$ cat config.mk
export PLATFORM = sky130hd
export DESIGN_NAME = lpfs_top
export DESIGN_NICKNAME = d
export VERILOG_FILES = /design/src/verilog/lpfs_pkg.sv /design/src/verilog/lpfs_top.sv
export VERILOG_INCLUDE_DIRS = /design/src /design/src/verilog
export SDC_FILE = /design/constraint.sdc
export NUM_CORES = 1
export LEC_CHECK = 0
export BUFFER_PORTS_ARGS = -buffer_cell sky130_fd_sc_hd__buf_2
export CORE_MARGIN = 2
export CORE_UTILIZATION = 51
export DETAILED_ROUTE_END_ITERATION = 16
export PLACE_DENSITY = 0.84
export REMOVE_ABC_BUFFERS = 1
export SKIP_LAST_GASP = 1
export SLEW_MARGIN = 40
export SYNTH_ARGS = -nofsm -noshare
export SYNTH_HDL_FRONTEND = slang
export SYNTH_SLANG_ARGS = --single-unit
export TNS_END_PERCENT = 1
$ cat constraint.sdc
create_clock -name clk_i -period 3.3 [get_ports clk_i]
set_input_delay 0.99 -clock clk_i [delete_from_list [all_inputs] [get_ports clk_i]]
set_output_delay 0.99 -clock clk_i [all_outputs]
set_load 0.02 [all_outputs]
$ cat src/verilog/lpfs_cfg.svh
// Purpose: Constants for the LCD shared pin function select block
// Assumes: Register indices are word indices; byte address is four times the index
// Notes:   Included by its bare name; definitions only
`ifndef LPFS_CFG_SVH
`define LPFS_CFG_SVH

// Register word indices
`define LPFS_IDX_SEG_SELECT_0      22'h0F0300
`define LPFS_IDX_SEG_SELECT_1      22'h0F0301
`define LPFS_IDX_SEG_SELECT_2      22'h0F0302
`define LPFS_IDX_SEG_SELECT_3      22'h0F0303
`define LPFS_IDX_SEG_SELECT_4      22'h0F0304
`define LPFS_IDX_SEG_SELECT_5      22'h0F0305
`define LPFS_IDX_INPUT_SWITCH      22'h0F0308
`define LPFS_IDX_MODE_A            22'h0F0310
`define LPFS_IDX_MODE_B            22'h0F0311
`define LPFS_IDX_PORT_DIR_0        22'h0FFF20
`define LPFS_IDX_PORT_DIR_1        22'h0FFF21
`define LPFS_IDX_PORT_DIR_3        22'h0FFF23
`define LPFS_IDX_PORT_DIR_5        22'h0FFF25
`define LPFS_IDX_PORT_DIR_7        22'h0FFF27
`define LPFS_IDX_PORT_DIR_8        22'h0FFF28
`define LPFS_IDX_PORT_DIR_12       22'h0FFF2C

// Reset values
`define LPFS_RST_SEG_SELECT        8'hFF
`define LPFS_RST_SEG_SELECT_0      8'hF0
`define LPFS_RST_SEG_SELECT_5      8'h1F
`define LPFS_RST_PORT_DIR          8'hFF
`define LPFS_RST_INPUT_SWITCH      8'h00
`define LPFS_RST_MODE              8'h00

// Field positions
`define LPFS_BIT_CAP_INPUT_EN      0
`define LPFS_BIT_BIAS_INPUT_EN     1
`define LPFS_BIT_SEG_START         6
`define LPFS_POS_BIAS_LO           3
`define LPFS_POS_DRIVE_LO          6
`define LPFS_BIT_BIAS_DIR          5
`define LPFS_BIT_BOOST_CAP_LOW_DIR          6
`define LPFS_BIT_BOOST_CAP_HIGH_DIR          7

// Field encodings
`define LPFS_BIAS_QUARTER          2'h2
`define LPFS_DRIVE_RESISTOR        2'h0
`define LPFS_DRIVE_BOOST           2'h1
`define LPFS_DRIVE_SPLIT           2'h2

// Segment index range of shared pins
`define LPFS_SEG_FIRST             4
`define LPFS_SEG_LAST              44

`endif

$ cat src/verilog/lpfs_pkg.sv
// Purpose: Types for the LCD shared pin function select block
// Assumes: Constants live in lpfs_cfg.svh
// Notes:   No imports; users write lpfs_pkg::name
package lpfs_pkg;

  // Function a shared pin can take
  typedef enum logic [2:0] {
    PIN_INPUT_OFF,
    PIN_DIG_OUT,
    PIN_DIG_IN,
    PIN_SEG_OUT,
    PIN_LCD_FUNC
  } lpfs_pin_mode_e;

endpackage

$ cat src/verilog/lpfs_top.sv
// Purpose: Pin function select for pins shared between ports and the LCD driver
// Assumes: Classic Wishbone slave, 8-bit registers in the low byte of each word
// Notes:   Bias and boost cap pins plus segment pins 4 to 44
`timescale 1ns/1ps
`include "lpfs_cfg.svh"
`default_nettype none

module lpfs_top (
  input  wire logic        clk_i,
  input  wire logic        rst_i,
  input  wire logic        wb_cyc_i,
  input  wire logic        wb_stb_i,
  input  wire logic        wb_we_i,
  input  wire logic [23:0] wb_adr_i,
  input  wire logic [3:0]  wb_sel_i,
  input  wire logic [31:0] wb_dat_i,
  output logic      [31:0] wb_dat_o,
  output logic             wb_ack_o,
  input  wire logic [44:4] seg_pad_in_i,
  output logic      [44:4] seg_pad_out_o,
  output logic      [44:4] seg_pad_oe_n_o,
  input  wire logic [44:4] port_latch_i,
  input  wire logic [44:4] seg_wave_i,
  output logic      [44:4] port_pin_o,
  input  wire logic [2:0]  lcd_pad_in_i,
  output logic      [2:0]  lcd_pad_out_o,
  output logic      [2:0]  lcd_pad_oe_n_o,
  input  wire logic [2:0]  lcd_latch_i,
  output logic      [2:0]  lcd_port_pin_o,
  output logic      [2:0]  lcd_func_o,
  output logic      [1:0]  schmitt_en_o,
  output logic      [1:0]  bias_select_o,
  output logic      [1:0]  drive_method_o,
  output logic             segment_output_start_o
);

  // Register state
  logic [44:4] seg_sel_reg;
  logic [7:0]  pdir0_reg;
  logic [7:1]  pdir1_reg;
  logic [7:0]  pdir3_reg;
  logic [7:0]  pdir5_reg;
  logic [7:0]  pdir7_reg;
  logic [1:0]  pdir8_reg;
  logic [7:5]  pdir12_reg;
  logic [1:0]  in_sw_reg;
  logic [7:0]  mode_a_reg;
  logic        seg_start_reg;
  logic        ack_reg;
  logic [31:0] rdat_reg;
  logic [7:0]  rdat_next;
  logic        wr_stb;
  logic [21:0] idx;
  logic        aligned;
  logic [44:4] seg_dir;
  logic [44:4] seg_sync1_reg;
  logic [44:4] seg_sync2_reg;
  logic [2:0]  lcd_sync1_reg;
  logic [2:0]  lcd_sync2_reg;
  logic [1:0]  bias_sel;
  logic [1:0]  drive_sel;

  assign idx       = wb_adr_i[23:2];
  assign aligned   = (wb_adr_i[1:0] == 2'h0);
  // Write lands on the edge at which the master sees ack; a dropped cycle writes nothing
  assign wr_stb    = wb_cyc_i & wb_stb_i & wb_we_i & ack_reg & wb_sel_i[0] & aligned;
  assign bias_sel  = mode_a_reg[`LPFS_POS_BIAS_LO +: 2];
  assign drive_sel = mode_a_reg[`LPFS_POS_DRIVE_LO +: 2];

  // Bus handshake, one wait state; unmapped words still ack, read zero
  always_ff @(posedge clk_i) begin
    if (rst_i) begin
      ack_reg <= 1'b0;
    end else begin
      ack_reg <= wb_cyc_i & wb_stb_i & ~ack_reg;
    end
  end

  // Segment select bits, unimplemented bits never stored
  always_ff @(posedge clk_i) begin
    if (rst_i) begin
      seg_sel_reg[7:4]   <= 4'(`LPFS_RST_SEG_SELECT_0 >> 4);
      seg_sel_reg[15:8]  <= `LPFS_RST_SEG_SELECT;
      seg_sel_reg[23:16] <= `LPFS_RST_SEG_SELECT;
      seg_sel_reg[31:24] <= `LPFS_RST_SEG_SELECT;
      seg_sel_reg[39:32] <= `LPFS_RST_SEG_SELECT;
      seg_sel_reg[44:40] <= 5'(`LPFS_RST_SEG_SELECT_5);
    end else if (wr_stb) begin
      case (idx)
        `LPFS_IDX_SEG_SELECT_0: seg_sel_reg[7:4]   <= wb_dat_i[7:4];
        `LPFS_IDX_SEG_SELECT_1: seg_sel_reg[15:8]  <= wb_dat_i[7:0];
        `LPFS_IDX_SEG_SELECT_2: seg_sel_reg[23:16] <= wb_dat_i[7:0];
        `LPFS_IDX_SEG_SELECT_3: seg_sel_reg[31:24] <= wb_dat_i[7:0];
        `LPFS_IDX_SEG_SELECT_4: seg_sel_reg[39:32] <= wb_dat_i[7:0];
        `LPFS_IDX_SEG_SELECT_5: seg_sel_reg[44:40] <= wb_dat_i[4:0];
        default: ;
      endcase
    end
  end

  // Port direction registers; fixed-one bits are not stored
  always_ff @(posedge clk_i) begin
    if (rst_i) begin
      pdir0_reg  <= `LPFS_RST_PORT_DIR;
      pdir1_reg  <= 7'(`LPFS_RST_PORT_DIR >> 1);
      pdir3_reg  <= `LPFS_RST_PORT_DIR;
      pdir5_reg  <= `LPFS_RST_PORT_DIR;
      pdir7_reg  <= `LPFS_RST_PORT_DIR;
      pdir8_reg  <= 2'(`LPFS_RST_PORT_DIR >> 6);
      pdir12_reg <= 3'(`LPFS_RST_PORT_DIR >> 5);
    end else if (wr_stb) begin
      case (idx)
        `LPFS_IDX_PORT_DIR_0:  pdir0_reg  <= wb_dat_i[7:0];
        `LPFS_IDX_PORT_DIR_1:  pdir1_reg  <= wb_dat_i[7:1];
        `LPFS_IDX_PORT_DIR_3:  pdir3_reg  <= wb_dat_i[7:0];
        `LPFS_IDX_PORT_DIR_5:  pdir5_reg  <= wb_dat_i[7:0];
        `LPFS_IDX_PORT_DIR_7:  pdir7_reg  <= wb_dat_i[7:0];
        `LPFS_IDX_PORT_DIR_8:  pdir8_reg  <= wb_dat_i[1:0];
        `LPFS_IDX_PORT_DIR_12: pdir12_reg <= wb_dat_i[7:5];
        default: ;
      endcase
    end
  end

  // LCD input switch and mode registers
  always_ff @(posedge clk_i) begin
    if (rst_i) begin
      in_sw_reg     <= 2'(`LPFS_RST_INPUT_SWITCH);
      mode_a_reg    <= `LPFS_RST_MODE;
      seg_start_reg <= 1'b0;
    end else if (wr_stb) begin
      case (idx)
        `LPFS_IDX_INPUT_SWITCH: in_sw_reg     <= wb_dat_i[1:0];
        `LPFS_IDX_MODE_A:       mode_a_reg    <= wb_dat_i[7:0];
        `LPFS_IDX_MODE_B:       seg_start_reg <= wb_dat_i[`LPFS_BIT_SEG_START];
        default: ;
      endcase
    end
  end

  // Read mux; bits with no storage read as zero or as their fixed one
  always_comb begin
    rdat_next = 8'h00;
    case (idx)
      `LPFS_IDX_SEG_SELECT_0: rdat_next = {seg_sel_reg[7:4], 4'h0};
      `LPFS_IDX_SEG_SELECT_1: rdat_next = seg_sel_reg[15:8];
      `LPFS_IDX_SEG_SELECT_2: rdat_next = seg_sel_reg[23:16];
      `LPFS_IDX_SEG_SELECT_3: rdat_next = seg_sel_reg[31:24];
      `LPFS_IDX_SEG_SELECT_4: rdat_next = seg_sel_reg[39:32];
      `LPFS_IDX_SEG_SELECT_5: rdat_next = {3'h0, seg_sel_reg[44:40]};
      `LPFS_IDX_INPUT_SWITCH: rdat_next = {6'h00, in_sw_reg};
      `LPFS_IDX_MODE_A:       rdat_next = mode_a_reg;
      `LPFS_IDX_MODE_B:       rdat_next = {1'b0, seg_start_reg, 6'h00};
      `LPFS_IDX_PORT_DIR_0:   rdat_next = pdir0_reg;
      `LPFS_IDX_PORT_DIR_1:   rdat_next = {pdir1_reg, 1'b1};
      `LPFS_IDX_PORT_DIR_3:   rdat_next = pdir3_reg;
      `LPFS_IDX_PORT_DIR_5:   rdat_next = pdir5_reg;
      `LPFS_IDX_PORT_DIR_7:   rdat_next = pdir7_reg;
      `LPFS_IDX_PORT_DIR_8:   rdat_next = {6'h3F, pdir8_reg};
      `LPFS_IDX_PORT_DIR_12:  rdat_next = {pdir12_reg, 5'h1F};
      default:                rdat_next = 8'h00;
    endcase
    if (!aligned) begin
      rdat_next = 8'h00;
    end
  end

  // Read data captured with the ack
  always_ff @(posedge clk_i) begin
    if (rst_i) begin
      rdat_reg <= 32'h0000_0000;
    end else if (wb_cyc_i && wb_stb_i && !ack_reg) begin
      rdat_reg <= {24'h000000, rdat_next};
    end
  end

  // Direction bit that belongs to each segment pin, by its alternate port
  assign seg_dir[11:4]  = pdir5_reg;
  assign seg_dir[19:12] = pdir7_reg;
  assign seg_dir[27:20] = pdir3_reg;
  assign seg_dir[32:28] = pdir1_reg[7:3];
  assign seg_dir[40:33] = pdir0_reg;
  assign seg_dir[41]    = pdir1_reg[2];
  assign seg_dir[42]    = pdir1_reg[1];
  assign seg_dir[43]    = pdir8_reg[1];
  assign seg_dir[44]    = pdir8_reg[0];

  // Pad input synchronisers; pins are asynchronous to clk_i
  always_ff @(posedge clk_i) begin
    if (rst_i) begin
      seg_sync1_reg <= '0;
      seg_sync2_reg <= '0;
      lcd_sync1_reg <= 3'h0;
      lcd_sync2_reg <= 3'h0;
    end else begin
      seg_sync1_reg <= seg_pad_in_i;
      seg_sync2_reg <= seg_sync1_reg;
      lcd_sync1_reg <= lcd_pad_in_i;
      lcd_sync2_reg <= lcd_sync1_reg;
    end
  end

  // Per segment pin decode and registered pad drive
  genvar g;
  generate
    for (g = `LPFS_SEG_FIRST; g <= `LPFS_SEG_LAST; g = g + 1) begin : g_seg
      lpfs_pkg::lpfs_pin_mode_e mode;
      always_comb begin
        case ({seg_sel_reg[g], seg_dir[g]})
          2'h3:    mode = lpfs_pkg::PIN_INPUT_OFF;
          2'h0:    mode = lpfs_pkg::PIN_DIG_OUT;
          2'h1:    mode = lpfs_pkg::PIN_DIG_IN;
          2'h2:    mode = lpfs_pkg::PIN_SEG_OUT;
          default: mode = lpfs_pkg::PIN_INPUT_OFF;
        endcase
      end
      always_ff @(posedge clk_i) begin
        if (rst_i) begin
          seg_pad_out_o[g]  <= 1'b0;
          seg_pad_oe_n_o[g] <= 1'b1;
          port_pin_o[g]     <= 1'b0;
        end else begin
          case (mode)
            lpfs_pkg::PIN_DIG_OUT: begin
              seg_pad_out_o[g]  <= port_latch_i[g];
              seg_pad_oe_n_o[g] <= 1'b0;
              port_pin_o[g]     <= seg_sync2_reg[g];
            end
            lpfs_pkg::PIN_DIG_IN: begin
              seg_pad_out_o[g]  <= 1'b0;
              seg_pad_oe_n_o[g] <= 1'b1;
              port_pin_o[g]     <= seg_sync2_reg[g];
            end
            lpfs_pkg::PIN_SEG_OUT: begin
              // Waveform only once segment output runs; low until then
              seg_pad_out_o[g]  <= seg_wave_i[g] & seg_start_reg;
              seg_pad_oe_n_o[g] <= 1'b0;
              port_pin_o[g]     <= 1'b0;
            end
            default: begin
              seg_pad_out_o[g]  <= 1'b0;
              seg_pad_oe_n_o[g] <= 1'b1;
              port_pin_o[g]     <= 1'b0;
            end
          endcase
        end
      end
    end
  endgenerate

  // Bias pin and the two boost cap pins: index 0 bias, 1 cap low, 2 cap high
  generate
    for (g = 0; g < 3; g = g + 1) begin : g_lcd
      lpfs_pkg::lpfs_pin_mode_e mode;
      logic sw;
      logic dir;
      logic func_ok;
      logic func_sel;
      always_comb begin
        if (g == 0) begin
          sw       = in_sw_reg[`LPFS_BIT_BIAS_INPUT_EN];
          dir      = pdir12_reg[`LPFS_BIT_BIAS_DIR];
          func_sel = (bias_sel == `LPFS_BIAS_QUARTER);
          func_ok  = dir;
        end else begin
          sw       = in_sw_reg[`LPFS_BIT_CAP_INPUT_EN];
          dir      = pdir12_reg[`LPFS_BIT_BIAS_DIR + g];
          func_sel = (drive_sel == `LPFS_DRIVE_BOOST) || (drive_sel == `LPFS_DRIVE_SPLIT);
          // Both cap directions must be input before either pin connects
          func_ok  = pdir12_reg[`LPFS_BIT_BOOST_CAP_LOW_DIR] & pdir12_reg[`LPFS_BIT_BOOST_CAP_HIGH_DIR];
        end
        mode = lpfs_pkg::PIN_INPUT_OFF;
        if (func_sel) begin
          // Prohibited combinations fall back to a safe input-off pin
          if (!sw && func_ok) begin
            mode = lpfs_pkg::PIN_LCD_FUNC;
          end
        end else if ((g == 0) || (drive_sel == `LPFS_DRIVE_RESISTOR)) begin
          case ({sw, dir})
            2'h1:    mode = lpfs_pkg::PIN_INPUT_OFF;
            2'h2:    mode = lpfs_pkg::PIN_DIG_OUT;
            2'h3:    mode = lpfs_pkg::PIN_DIG_IN;
            default: mode = lpfs_pkg::PIN_INPUT_OFF;
          endcase
        end
      end
      always_ff @(posedge clk_i) begin
        if (rst_i) begin
          lcd_pad_out_o[g]  <= 1'b0;
          lcd_pad_oe_n_o[g] <= 1'b1;
          lcd_port_pin_o[g] <= 1'b0;
          lcd_func_o[g]     <= 1'b0;
        end else begin
          lcd_pad_out_o[g]  <= (mode == lpfs_pkg::PIN_DIG_OUT) & lcd_latch_i[g];
          lcd_pad_oe_n_o[g] <= (mode != lpfs_pkg::PIN_DIG_OUT);
          // Input reaches the port only with the Schmitt buffer on
          lcd_port_pin_o[g] <= sw & lcd_sync2_reg[g] & (mode != lpfs_pkg::PIN_LCD_FUNC);
          lcd_func_o[g]     <= (mode == lpfs_pkg::PIN_LCD_FUNC);
        end
      end
    end
  endgenerate

  // Control outputs toward the pads and the LCD driver
  always_ff @(posedge clk_i) begin
    if (rst_i) begin
      schmitt_en_o           <= 2'h0;
      bias_select_o          <= 2'h0;
      drive_method_o         <= 2'h0;
      segment_output_start_o <= 1'b0;
    end else begin
      schmitt_en_o           <= in_sw_reg;
      bias_select_o          <= bias_sel;
      drive_method_o         <= drive_sel;
      segment_output_start_o <= seg_start_reg;
    end
  end

  assign wb_ack_o = ack_reg;
  assign wb_dat_o = rdat_reg;

endmodule

`default_nettype wire

[Word level (Yosys, flattened, before mapping)]
Cells that the tools add are included.
Operators by class
  bitwise logic cells: 99
  equality and inequality tests: 283
  reductions and logical operators: 190
  muxes and demuxes: 135
Operators with widths (count)
  $pmux W3 S4: 41
  $eq A22 B20 Y1 const B: 16
  $eq A3 B2 Y1 const B: 82
  $reduce_or A2 Y1: 123
  $eq A2 B2 Y1 const B: 90
  $eq A3 B1 Y1 const B: 44
  $pmux W8 S16: 1
  $logic_not A2 Y1: 43
  $eq A2 B1 Y1 const B: 42
  $pmux W1 S2: 41
  $and A1 B1 Y1: 57
  $not A1 Y1: 42
  $mux W1: 41
  $reduce_and A2 Y1: 16
  $mux W3: 5
  $pmux W2 S2: 3
  $eq A3 B3 Y1 const B: 3
  $ne A3 B1 Y1 const B: 3
  $ne A3 B3 Y1 const B: 3
  $mux W8: 1
  $logic_and A1 B1 Y1: 4
  $mux W2: 2
  $logic_not A1 Y1: 3
  $logic_or A1 B1 Y1: 1
Storage, ports and cells
  register bits after elaboration: 335
  logic and storage cells: 868

[Depth between registers and ports, before layout]
  depth after elaboration: 6
  depth in mapped cells: 9
  gate-level depth less buffers: 6

[Worst setup path after synthesis]
No wires, ideal clock.
  kind: input port to flip-flop
  start point: input port wb_adr_i[6]
  end point: register pdir0_reg[7]
  cell stages on the path: 6
  setup time: 120 ps
  path slack: 473 ps
  path buffers: 2
  arrival time: 2707 ps
  path through: buf_6 -> nand4b_1 -> or4_4 -> or4_4 -> buf_6 -> a211o_1
Between the ends
  cells in the longest elaborated chain, start to end: 2
Ends and longest elaborated chain
  from (decl): RTL line lpfs_top.sv:14  | input wire logic [23:0] wb_adr_i,
  $eq A22 B20 Y1: RTL line lpfs_top.sv:112  | case (idx)
  $reduce_and A2 Y1 (no line)
  to (signal assigned): RTL line lpfs_top.sv:104  | pdir0_reg <= `LPFS_RST_PORT_DIR;
  to (signal assigned): RTL line lpfs_top.sv:113  | `LPFS_IDX_PORT_DIR_0: pdir0_reg <= wb_dat_i[7:0];
  to (decl): RTL line lpfs_top.sv:39  | logic [7:0] pdir0_reg;
Every way passes these cells.
A chain may end at the register's enable or synchronous reset.

[Final worst setup path]
  start point: input port wb_adr_i[3]
  end point: register rdat_reg[1], in the netlist wb_dat_o[1]
Between the ends
  cells in the longest elaborated chain, start to end: 3
Ends and longest elaborated chain
  $eq A22 B20 Y1: RTL line lpfs_top.sv:144  | case (idx)
  $pmux W8 S16 *: RTL line lpfs_top.sv:144
  $mux W8 *: RTL line lpfs_top.sv:163  | if (!aligned) begin
  to (signal assigned): RTL line lpfs_top.sv:173  | rdat_reg <= {24'h000000, rdat_next};
  to (decl): RTL line lpfs_top.sv:50  | logic [31:0] rdat_reg;
Every way passes the cells marked *; elsewhere a longest branch is shown, timed or not.

==> flow_metrics.tcl <==
set metrics [dict create \
    arrival_ns 3.22 \
    wl_per_cell_um 18.9 \
    start_util_pct 52.2 \
    drc_errors 0 \
    grt_pass1_vias 9358 \
    final-max-slew-violation-count 0 \
    clk_pin_slew_ns 0.06 \
    syn-instance-count 1166 \
    dieArea_um2 24500 \
    die_h_um 156 \
    reg2reg_from "wb_ack_o$_SDFF_PP0_" \
    post_cts_buffers 0 \
    p_comb_share_pct 4.4 \
    path_class "input port to flip-flop" \
    grt_use_total_pct 27.3 \
    cts_tree "done" \
    p_per_area_nw_per_um2 562 \
    hpwlAfterDp_um 24600 \
    clk_path_buf_depth 3 \
    fillers 1795 \
    io_pins 369 \
    synth_top_area_cell "dfxtp_1" \
    synth.distinct_cells 62 \
    yosys_warnings 0 \
    ant_nets 0 \
    cp_data_required_time_ns 3.74 \
    rows 55 \
    place_congestion 0.973 \
    setup_tns_ns 0 \
    synth.top_cells.by_area "dfxtp_1 (57%), mux2i_1 (5.7%), nor2b_1 (5.3%)" \
    yosysSeqAreaShare_pct 56.6 \
    grt_max_degree 95 \
    core_area_um2 22700 \
    cap_violations 0 \
    p_sw_mw 1.77 \
    first_pass_iters 5 \
    finalCritPeriodShare_pct 84.2 \
    r2r_cells 7 \
    path_max_fanout 12 \
    cp-end-kind "flip-flop" \
    insertedDiodeCount 0 \
    finClkSkew_ns 0.0201 \
    hold_viol_final 0 \
    drive_gt1_share_pct 31.7 \
    timing.critical_path.from "wb_adr_i[3]" \
    root_buffer "clkbuf_16" \
    fin_util_pct 65.7 \
    synth_seq_cells 335 \
    cts_made_buffers 35 \
    port_buffers 317 \
    fp.dieW_um 156 \
    ir_worst_vdd_mv 0.409 \
    max_slew_margin_pct 50.9 \
    vias 9811 \
    clock.fmax_ghz 0.360 \
    cts_sinks 335 \
    p_int_mw 6.62 \
    layout.nets 1687 \
    r2r-end "pdir12_reg[7]$_SDFFE_PP1P_" \
    avgSynthCellArea_um2 10.2 \
    status "completed" \
    ff2ff_setup_slack_ns 1.38 \
    clk_latency_ns 0.51 \
    p_sw_share_pct 21.1 \
    ys_async_sr_fraction_pct 0 \
    initialDrtViolationCount 806 \
    rsz0062_at_grt "false" \
    worst_pin_slew_ns 0.730 \
    antenna_found_initial 0 \
    hold_path.class "flip-flop to flip-flop" \
    drt-total-wl_um 34100 \
    period_minus_slack_ns 2.78 \
    synth_top_area_share_pct 56.6 \
    p_seq_share_pct 48.9 \
    synth_edf_count 0 \
    area_delta_synth_final_pct 25.8 \
    vias_per_cell 5.44 \
    postCtsHoldBufs 0 \
    setup_viol 0 \
    grt_pass1_wl_um 51500 \
    cts.repair.resized 0 \
    power_leakage_nw 6.47 \
    worstSetupStartpointType "input port" \
    clockPowerShare_pct 46.7 \
    cts_max_level 2 \
    endpoint "wb_dat_o[1]$_SDFFE_PP0P_" \
    synth-main-ff-cell "dfxtp_1" \
    overflow 0 \
    syn-cell-area_um2 11900 \
    synthTopCellsByCount "dfxtp_1 (335), nand2_1 (113), nor2b_1 (100), nand3_1 (92), mux2i_1 (67)" \
    synth.most_common_cell "dfxtp_1" \
]
## cell usage in the layout, fill, tap and decap left out, drive strengths merged, types with 11 or more instances in the layout
cell type  instances
a21oi             51
a22oi             17
buf              356
clkbuf            47
conb              24
dfxtp            335
inv               11
mux2i             67
nand2            119
nand2b            45
nand3             92
nor2              28
nor2b            100
nor3b             43
nor4              12
or2               46
## worst max-delay path, stage by stage
cell,delay [ns]
buf_2,0.20
buf_4,0.22
nor4_1,0.66
nor2_1,0.11
a211oi_1,0.26
o41ai_1,0.16
nor3_2,0.40
a22o_1,0.21
## worst min-delay path by stage
stage / startpoint / end / cells past startpoint
2_1_floorplan: lcd_sync2_reg[0]$_SDFF_PP0_ / lcd_port_pin_o[0]$_SDFF_PP0_ / 1
3_3_place_gp: lcd_sync2_reg[1]$_SDFF_PP0_ / lcd_port_pin_o[1]$_SDFF_PP0_ / 1
3_5_place_dp: lcd_sync2_reg[2]$_SDFF_PP0_ / lcd_port_pin_o[2]$_SDFF_PP0_ / 1
4_1_cts: lcd_sync2_reg[2]$_SDFF_PP0_ / lcd_port_pin_o[2]$_SDFF_PP0_ / 1
5_1_grt: seg_sync1_reg[28]$_SDFF_PP0_ / seg_sync2_reg[28]$_SDFF_PP0_ / 1
6_report: lcd_sync2_reg[2]$_SDFF_PP0_ / lcd_port_pin_o[2]$_SDFF_PP0_ / 1
## per-stage QoR
step	hold WS (ns)	total power, mW	setup slack (ns)	instances	instance area, um^2
after CTS	0.425	8.43	0.611	1802	14900
after floorplan	0.406	4.32	0.169	1099	11500
after detailed placement	0.411	4.55	0.104	1740	13700
after global routing	0.450	8.65	0.427	1802	14900
final	0.423	8.39	0.521	1802	14900
after global placement	0.410	4.55	0.175	1740	13700
## per-layer routing
layer	global-route usage [%]	vias up	wire length (um)
met2	47.2	457	16500
met4	9.26	0	921
met1	32.9	4695	13600
met5	0	-	0
met3	7.53	69	3060
li1	-	4590	-
## power by group through the flow
| stage | combinational (mW) | clock, mW | sequential (mW) |
|---|---|---|---|
| floorplan | 0.132 | 0 | 4.19 |
| global placement | 0.356 | 0 | 4.19 |
| detailed placement | 0.363 | 0 | 4.19 |
| CTS | 0.366 | 3.96 | 4.10 |
| global route | 0.399 | 4.15 | 4.10 |
| finish | 0.372 | 3.91 | 4.10 |
## cell type report
| class | instances | area [um^2] | share of cell area, % |
|---|---|---|---|
| Clock buffer | 47 | 1000 | 6.73 |
| Clock inverter | 15 | 159 | 1.07 |
| Inverter | 10 | 37.5 | 0.252 |
| Multi-Input combinational cell | 754 | 4740 | 31.8 |
| Sequential cell | 335 | 6710 | 45.0 |
| Tap cell | 285 | 357 | 2.39 |
| Timing Repair Buffer | 356 | 1910 | 12.8 |
## cell families after synthesis
family | count (synthesis) | synth area share [%]
simple gates | 538 | 26.2
other cells | 1 | 0.0316
buf+inv | 100 | 4.33
mux | 69 | 5.85
flops | 335 | 56.6
compound gates | 122 | 6.88
fa+ha+maj | 1 | 0.106
No activity file was read; power rests on OpenSTA's default activity.
